--- src/logic/irpdt_pkg.sv ---
// Constants and types shared by the infrared pulse-distance transmitter
`default_nettype none
package irpdt_pkg;

	// ----------------------------------------------------------------
	// Clock and carrier timing
	// ----------------------------------------------------------------
	localparam int unsigned CLK_HZ          = 20_000_000;
	localparam int unsigned CARRIER_HZ      = 38_000;
	localparam int unsigned CARRIER_CYC     = CLK_HZ / CARRIER_HZ;      // 526 cycles per period
	localparam int unsigned CARRIER_HIGH    = CARRIER_CYC / 2;          // Half high, half low
	localparam int          CAR_W           = 10;

	// ----------------------------------------------------------------
	// Bit and burst durations, in nanoseconds, then in cycles
	// ----------------------------------------------------------------
	localparam int unsigned CLK_NS          = 1_000_000_000 / CLK_HZ;   // 50 ns
	localparam int unsigned BIT_ONE_NS      = 2_250_000;
	localparam int unsigned BIT_ZERO_NS     = 1_125_000;
	localparam int unsigned MARK_A_NS       = 624_000;
	localparam int unsigned MARK_B_NS       = 562_500;
	localparam int unsigned BIT_ONE_CYC     = BIT_ONE_NS / CLK_NS;
	localparam int unsigned BIT_ZERO_CYC    = BIT_ZERO_NS / CLK_NS;
	localparam int unsigned MARK_A_CYC      = (MARK_A_NS + CLK_NS - 1) / CLK_NS;
	localparam int unsigned MARK_B_CYC      = (MARK_B_NS + CLK_NS - 1) / CLK_NS;

	// Leader defaults (microseconds), overridable at the top
	localparam int unsigned LEAD_A_MARK_US  = 4_500;
	localparam int unsigned LEAD_A_SPACE_US = 4_500;
	localparam int unsigned LEAD_B_MARK_US  = 9_000;
	localparam int unsigned LEAD_B_SPACE_US = 4_500;
	localparam int unsigned US_CYC          = 1_000 / CLK_NS;           // 20 cycles per us

	localparam int          TMR_W           = 19;                       // Fits the 13.5 ms leader
	localparam int          FRAME_BITS      = 32;
	localparam int          BIDX_W          = 6;

	// Reset values
	localparam logic        IR_OUT_RST      = 1'b0;

	// Build-time protocol selection
	typedef enum logic {
		IRPDT_VARIANT_A,
		IRPDT_VARIANT_B
	} irpdt_variant_t;

	typedef enum logic [2:0] {
		IRPDT_IDLE,
		IRPDT_LEAD,
		IRPDT_DATA,
		IRPDT_STOP,
		IRPDT_DONE
	} irpdt_state_t;

endpackage
`default_nettype wire

--- src/logic/irpdt_carrier_generator.sv ---
// Free-running 38 kHz carrier counter with a 50 percent high time
`default_nettype none
module irpdt_carrier_generator (
	input  wire logic clock,
	input  wire logic rst_n,
	output var  logic carrier
);

	logic [irpdt_pkg::CAR_W-1:0] cnt_q;

	// ----------------------------------------------------------------
	// Period counter
	// ----------------------------------------------------------------
	// Runs continuously; the transmitter only gates it, never restarts it
	always_ff @(posedge clock or negedge rst_n) begin
		if (!rst_n) begin
			cnt_q <= '0;
		end else if (cnt_q == irpdt_pkg::CAR_W'(irpdt_pkg::CARRIER_CYC - 1)) begin
			cnt_q <= '0;
		end else begin
			cnt_q <= cnt_q + 1'b1;
		end
	end

	// Compare output, high for the first half of each period
	always_ff @(posedge clock or negedge rst_n) begin
		if (!rst_n) begin
			carrier <= 1'b0;
		end else begin
			carrier <= (cnt_q < irpdt_pkg::CAR_W'(irpdt_pkg::CARRIER_HIGH));
		end
	end

endmodule
`default_nettype wire

--- src/logic/irpdt_transmitter.sv ---
// Infrared pulse-distance transmitter: frame sequencer and bit timer
//
// Overview of operation
// - Variant A: 16-bit address, command, inverted command
// - Variant A marks are 624 us carrier bursts
// - One bit 2.25 ms, zero bit 1.125 ms
// - Carrier high ratio quarter or third, optional
// - Variant B: address, ~address, command, ~command
// - Variant B marks are 562.5 us bursts
// - Variant chosen by parameter, default variant A
// - Frame order: leader, address, then command
// - Output is only the gated continuous carrier
// - Separate carrier counter and bit duration timer
// - Bit timer reloaded per bit from bit value
// - Terminal count ends each bit
// - Compare event ends burst, carrier off after
// - Variant A zero: 0.624 ms on, rest off
// - Carrier is 38 kHz square, half high
`default_nettype none
module irpdt_transmitter #(
	parameter irpdt_pkg::irpdt_variant_t protocol_variant_select = irpdt_pkg::IRPDT_VARIANT_A,
	parameter int unsigned LEAD_MARK_CYC  = 0,  // 0 selects the variant default
	parameter int unsigned LEAD_SPACE_CYC = 0,
	parameter bit          STOP_BURST     = 1'b1
) (
	input  wire logic        clock,
	input  wire logic        rstn,
	input  wire logic        send,
	input  wire logic [15:0] address,
	input  wire logic [7:0]  command,
	output var  logic        busy,
	output var  logic        done,
	output var  logic        ir_out
);

	// ----------------------------------------------------------------
	// Derived timing
	// ----------------------------------------------------------------
	localparam bit VAR_A = (protocol_variant_select == irpdt_pkg::IRPDT_VARIANT_A);
	localparam int unsigned MARK_CYC = VAR_A ? irpdt_pkg::MARK_A_CYC
	                                         : irpdt_pkg::MARK_B_CYC;
	localparam int unsigned LM_DEF = (VAR_A ? irpdt_pkg::LEAD_A_MARK_US
	                                        : irpdt_pkg::LEAD_B_MARK_US) * irpdt_pkg::US_CYC;
	localparam int unsigned LS_DEF = (VAR_A ? irpdt_pkg::LEAD_A_SPACE_US
	                                        : irpdt_pkg::LEAD_B_SPACE_US) * irpdt_pkg::US_CYC;
	localparam int unsigned LM_CYC = (LEAD_MARK_CYC  != 0) ? LEAD_MARK_CYC  : LM_DEF;
	localparam int unsigned LS_CYC = (LEAD_SPACE_CYC != 0) ? LEAD_SPACE_CYC : LS_DEF;
	localparam int W = irpdt_pkg::TMR_W;

	// ----------------------------------------------------------------
	// Reset synchroniser
	// ----------------------------------------------------------------
	logic rst_meta_q;
	logic rst_n;

	always_ff @(posedge clock or negedge rstn) begin
		if (!rstn) begin
			rst_meta_q <= 1'b0;
			rst_n      <= 1'b0;
		end else begin
			rst_meta_q <= 1'b1;
			rst_n      <= rst_meta_q;
		end
	end

	// ----------------------------------------------------------------
	// Carrier counter (first of the two counters)
	// ----------------------------------------------------------------
	logic carrier;

	irpdt_carrier_generator u_carrier_generator (
		.clock   (clock),
		.rst_n   (rst_n),
		.carrier (carrier)
	);

	// ----------------------------------------------------------------
	// Frame word and sequencer state
	// ----------------------------------------------------------------
	irpdt_pkg::irpdt_state_t state_q;
	logic [irpdt_pkg::FRAME_BITS-1:0] frame_q;
	logic [irpdt_pkg::BIDX_W-1:0]     bidx_q;
	logic [W-1:0]                     tmr_q;
	logic [W-1:0]                     period_q;
	logic [W-1:0]                     compare_q;
	logic                             tc_evt;
	logic                             cmp_evt;
	logic                             gate_q;
	logic                             next_bit;
	logic [irpdt_pkg::FRAME_BITS-1:0] frame_d;

	// Frame layout, sent from bit 0 upward so every field goes LSB first
	always_comb begin
		if (VAR_A) begin
			frame_d = {~command, command, address};
		end else begin
			frame_d = {~command, command, ~address[7:0], address[7:0]};
		end
	end

	// Terminal count and compare events of the bit timer
	assign tc_evt  = (state_q != irpdt_pkg::IRPDT_IDLE)
	               && (state_q != irpdt_pkg::IRPDT_DONE)
	               && (tmr_q == period_q - 1'b1);
	assign cmp_evt = (state_q != irpdt_pkg::IRPDT_IDLE)
	               && (tmr_q == compare_q - 1'b1);
	assign next_bit = frame_q[bidx_q[4:0]];

	// ----------------------------------------------------------------
	// Sequencer
	// ----------------------------------------------------------------
	// Leader, then 32 data bits, then an optional stop burst
	always_ff @(posedge clock or negedge rst_n) begin
		if (!rst_n) begin
			state_q <= irpdt_pkg::IRPDT_IDLE;
			frame_q <= '0;
			bidx_q  <= '0;
		end else begin
			unique case (state_q)
				irpdt_pkg::IRPDT_IDLE: begin
					if (send) begin
						frame_q <= frame_d;
						bidx_q  <= '0;
						state_q <= irpdt_pkg::IRPDT_LEAD;
					end
				end
				irpdt_pkg::IRPDT_LEAD: begin
					if (tc_evt) begin
						state_q <= irpdt_pkg::IRPDT_DATA;
					end
				end
				irpdt_pkg::IRPDT_DATA: begin
					if (tc_evt) begin
						if (bidx_q == irpdt_pkg::BIDX_W'(irpdt_pkg::FRAME_BITS - 1)) begin
							state_q <= STOP_BURST ? irpdt_pkg::IRPDT_STOP
							                      : irpdt_pkg::IRPDT_DONE;
						end
						bidx_q <= bidx_q + 1'b1;
					end
				end
				irpdt_pkg::IRPDT_STOP: begin
					if (tc_evt) begin
						state_q <= irpdt_pkg::IRPDT_DONE;
					end
				end
				irpdt_pkg::IRPDT_DONE: begin
					state_q <= irpdt_pkg::IRPDT_IDLE;
				end
			endcase
		end
	end

	// ----------------------------------------------------------------
	// Bit duration timer (second counter)
	// ----------------------------------------------------------------
	// Period and compare are reloaded at each boundary from the next segment
	always_ff @(posedge clock or negedge rst_n) begin
		if (!rst_n) begin
			tmr_q     <= '0;
			period_q  <= '1;
			compare_q <= '1;
		end else if (state_q == irpdt_pkg::IRPDT_IDLE) begin
			tmr_q     <= '0;
			period_q  <= W'(LM_CYC + LS_CYC);
			compare_q <= W'(LM_CYC);
		end else if (tc_evt) begin
			tmr_q <= '0;
			if (state_q == irpdt_pkg::IRPDT_DATA
			    && bidx_q == irpdt_pkg::BIDX_W'(irpdt_pkg::FRAME_BITS - 1)) begin
				period_q  <= W'(MARK_CYC);                               // Stop burst only
				compare_q <= W'(MARK_CYC);
			end else begin
				// The bit now starting is selected by the index after this edge
				period_q  <= (state_q == irpdt_pkg::IRPDT_LEAD ? frame_q[0]
				                                                : frame_q[bidx_q[4:0] + 5'h01])
				           ? W'(irpdt_pkg::BIT_ONE_CYC)
				           : W'(irpdt_pkg::BIT_ZERO_CYC);
				compare_q <= W'(MARK_CYC);
			end
		end else begin
			tmr_q <= tmr_q + 1'b1;
		end
	end

	// Carrier gate: on at each segment start, off at the compare event
	always_ff @(posedge clock or negedge rst_n) begin
		if (!rst_n) begin
			gate_q <= 1'b0;
		end else if (state_q == irpdt_pkg::IRPDT_IDLE) begin
			gate_q <= send;
		end else if (cmp_evt || state_q == irpdt_pkg::IRPDT_DONE) begin
			gate_q <= 1'b0;
		end else if (tc_evt && !(state_q == irpdt_pkg::IRPDT_STOP)
		             && !(state_q == irpdt_pkg::IRPDT_DATA && !STOP_BURST
		                  && bidx_q == irpdt_pkg::BIDX_W'(irpdt_pkg::FRAME_BITS - 1))) begin
			gate_q <= 1'b1;
		end
	end

	// ----------------------------------------------------------------
	// Outputs, all registered
	// ----------------------------------------------------------------
	// Half-high carrier chosen; quarter or third ratio is advisory only
	always_ff @(posedge clock or negedge rst_n) begin
		if (!rst_n) begin
			ir_out <= irpdt_pkg::IR_OUT_RST;
			busy   <= 1'b0;
			done   <= 1'b0;
		end else begin
			ir_out <= gate_q & carrier;
			busy   <= (state_q != irpdt_pkg::IRPDT_IDLE) || send;
			done   <= (state_q == irpdt_pkg::IRPDT_DONE);
		end
	end
endmodule
`default_nettype wire

--- config.mk ---
export PLATFORM = sky130hd
export DESIGN_NAME = irpdt_transmitter
export DESIGN_NICKNAME = d
export VERILOG_FILES = /design/src/logic/irpdt_pkg.sv /design/src/logic/irpdt_carrier_generator.sv /design/src/logic/irpdt_transmitter.sv
export SDC_FILE = /design/constraint.sdc
export NUM_CORES = 1
export LEC_CHECK = 0
export ABC_CLOCK_PERIOD_IN_PS = 7930
export BUFFER_PORTS_ARGS = -buffer_cell sky130_fd_sc_hd__buf_2
export CORE_MARGIN = 2
export CORE_UTILIZATION = 60
export CTS_CLUSTER_DIAMETER = 40
export CTS_CLUSTER_SIZE = 24
export DETAILED_ROUTE_END_ITERATION = 10
export GPL_ROUTABILITY_DRIVEN = 0
export GPL_TIMING_DRIVEN = 0
export HOLD_SLACK_MARGIN = 0.06
export PLACE_DENSITY = 0.79
export SYNTH_ARGS = -nofsm -noshare
export SYNTH_HDL_FRONTEND = slang
export SYNTH_SLANG_ARGS = --single-unit
--- constraint.sdc ---
create_clock -name clock -period 7.93 [get_ports clock]
set_input_delay 1.586 -clock clock [delete_from_list [all_inputs] [get_ports clock]]
set_output_delay 1.586 -clock clock [all_outputs]
set_load 0.005 [all_outputs]
==> results.cfg <==
[grt]
grt_pass1_vias = 3668
grt_max_degree = 71
antenna_found_initial = 0
overflow = 0
track_usage_pct = 25.3
grt_first_pass_wirelength_um = 17000

[placed_design]
hpwl_um = 7380
place_ws_ps = 4180
io_buffers = 29

[cells_and_area]
nNetsFinal = 567
antenna_cells = 0
final_util_pct = 68.0
syn2layout_area_growth_pct = 10.7
drive_gt1_share_pct = 16.0
final_common_cell = nand2_1
layout_common_cells = 93 x nand2_1, 76 x dfrtp_1, 45 x nor2_1

[critical_path]
required_ps = 8180
r2r_start = period_q[16]
crit_path_start_kind = flip-flop
worstPathArrival_ps = 3980
endpoint_kind = flip-flop
r2r_cells = 10
cpPeakStageDelay_ps = 610
crit_chain = buf_6 > inv_1 > ha_1 > or4b_4 > o41ai_1 > xnor2_1 > o211ai_1 > nor3_1 > and2_1 > mux2_2
cp_max_fo = 10
worstSetupStartpoint = period_q[16]
criticalPathCategory = flip-flop to flip-flop
crit_slowest_cell = nor3_1

[timing]
hold_viol = 0
fmax_mhz = 268
post-route-period-util_pct = 47.0
worst_pin_slew_ps = 839
clock-skew-final_ps = 9.26
fin_setup_tns_ps = 0
setup_ws_ps = 4200
post-route-min-period_ps = 3730
setup_viol = 0
rsz0062_at_grt = no
maxSlewHeadroom_pct = 43.9
slew_viol_final = 0

[floorplanning]
dieArea_um2 = 8600
rows = 32
start_util_pct = 61.4
die_h_um = 92.7
die_w_um = 92.7
coreArea_um2 = 7690
ios = 30

[status]
status = finished clean

[worst_hold_path]
hold_class = flip-flop to asynchronous set/reset pin

[cts]
cts_resized = 0
h-tree-depth = 3
clk_latency_ps = 360
cts_root_buf = clkbuf_8
clock_path_buffers = 2
ctsHoldBuffers = 0
post_cts.repair.setup_buffers = 0
clk_pin_slew_ps = 90
clkSinkCount = 87
tritoncts = built
cts_made_buffers = 9

[power]
max-vdd-ir-drop_v = 0.0000959
power.total_uw = 778
p_per_area_nw_per_um2 = 149
leakage_uw = 0.00238

[logic_synthesis]
synth_seq_cells = 87
synthDistinctLibCells = 63
syn_inst = 491
ys.flop_type = dfrtp_1
syn_nets = 526
synth.avg_cell_area_um2 = 9.62
yosysWarningCount = 0
yosysSeqAreaShare_pct = 46.4
synthesis.area_um2 = 4720
async_reset_ff_share_pct = 100
synth_edf_count = 0

[routing]
routed-via-count = 3728
finalWirelength_um = 10100
routedWlPerCell_um = 15.7
drt_iter0_markers = 181
ant_nets = 0
via_per_inst = 5.83
route.detailed.drc = 0
drt-pass1-iter-count = 4

[flow_run]
cap_violations = 0
==> cell families (layout without fill, tap and decap cells) <==
logic type	Yosys count	count (layout)	share of synthesized area [%]
AOI/OAI and AO/OA	58	58	9.11
other	1	1	0.0794
xor gates and xnor gates	53	53	9.83
adders and majority gates	8	8	2.12
muxes	13	13	4.95
and+or+nand+nor	231	231	23.8
buffers and inverters	40	86	3.79
DFF	87	87	46.4
==> final cells by class <==
type                       count  area (µm²)
fill                         586        2460
multi-input combinational    364        2350
sequential                    87        2190
timing repair buffer          30         173
tap                          102         128
buffer                        26         126
clock buffer                   9         124
clock inverter                 7        77.6
inverter                      14        52.6
==> worst max-delay path, delay by kind of cell (launching register included) <==
kind	cells	cell delay, ps
multiplexers	1	330
adder cells (fa/ha/maj)	1	290
AO/OA/AOI/OAI	2	690
XOR/XNOR	1	210
buffers and inverters	2	320
flip-flops	1	400
AND/OR/NAND/NOR	3	1380
==> layer usage <==
layer	vias up	global-route usage [%]	part of all wire, %
li1	1789	-	-
met1	1811	32.2	43
met2	104	42.0	49
met3	24	4.56	4.6
met4	0	12.3	3.0
met5	-	0	0
==> synthesized netlist by cell type, types with 3 or more instances <==
cell | count | area [µm²]
a211oi_1 | 3 | 22.5
a21oi_1 | 4 | 20.0
and2_1 | 6 | 37.5
and3_1 | 7 | 43.8
buf_2 | 5 | 25.0
clkbuf_1 | 16 | 60.1
dfrtp_1 | 77 | 1930
dfstp_2 | 10 | 263
ha_1 | 8 | 100
inv_1 | 14 | 52.6
mux2_2 | 3 | 33.8
mux4_2 | 8 | 180
nand2_1 | 93 | 349
nand2b_1 | 4 | 25.0
nand3_1 | 19 | 95.1
nand4_1 | 12 | 75.1
nor2_1 | 45 | 169
nor2b_1 | 5 | 31.3
nor3_1 | 8 | 40.0
nor4_1 | 12 | 75.1
o21a_1 | 9 | 67.6
o21ai_0 | 11 | 55.1
or4_1 | 3 | 22.5
xnor2_1 | 28 | 245
xor2_1 | 25 | 219
==> sequential cells by signal, indices dropped and copies added (netlist names) <==
name                         cells
bidx_q                           6
busy                             1
done                             1
frame_q                         32
gate_q                           1
ir_out                           1
period_q                        10
rst_meta_q                       1
rst_n                            1
state_q                          3
tmr_q                           19
u_carrier_generator.carrier      1
u_carrier_generator.cnt_q       10
==> final timing paths <==
kind                       slack, ps         end
max                             4200  state_q[1]
min                              190    tmr_q[9]
max reg2reg                     4200  state_q[1]
min reg2reg                      190    tmr_q[9]
max in group asynchronous       6820       rst_n
min in group clock               360       rst_n
==> where the power goes <==
| group | internal, µW | total [µW] | switching (µW) |
|---|---|---|---|
| Combinational | 6.01 | 14.4 | 8.36 |
| Clock | 149 | 317 | 168 |
| Sequential | 444 | 446 | 1.81 |
| Total | 599 | 778 | 179 |
==> metrics by stage <==
stage          instance area [µm²]  hold slack, ps  instances
3_5_place_dp                  5030             199        623
3_3_place_gp                  5000             336        622
4_1_cts                       5230             205        639
2_1_floorplan                 4720             331        491
5_1_grt                       5230             224        639
6_report                      5230             189        639
Power figures use the tool's default switching activity.
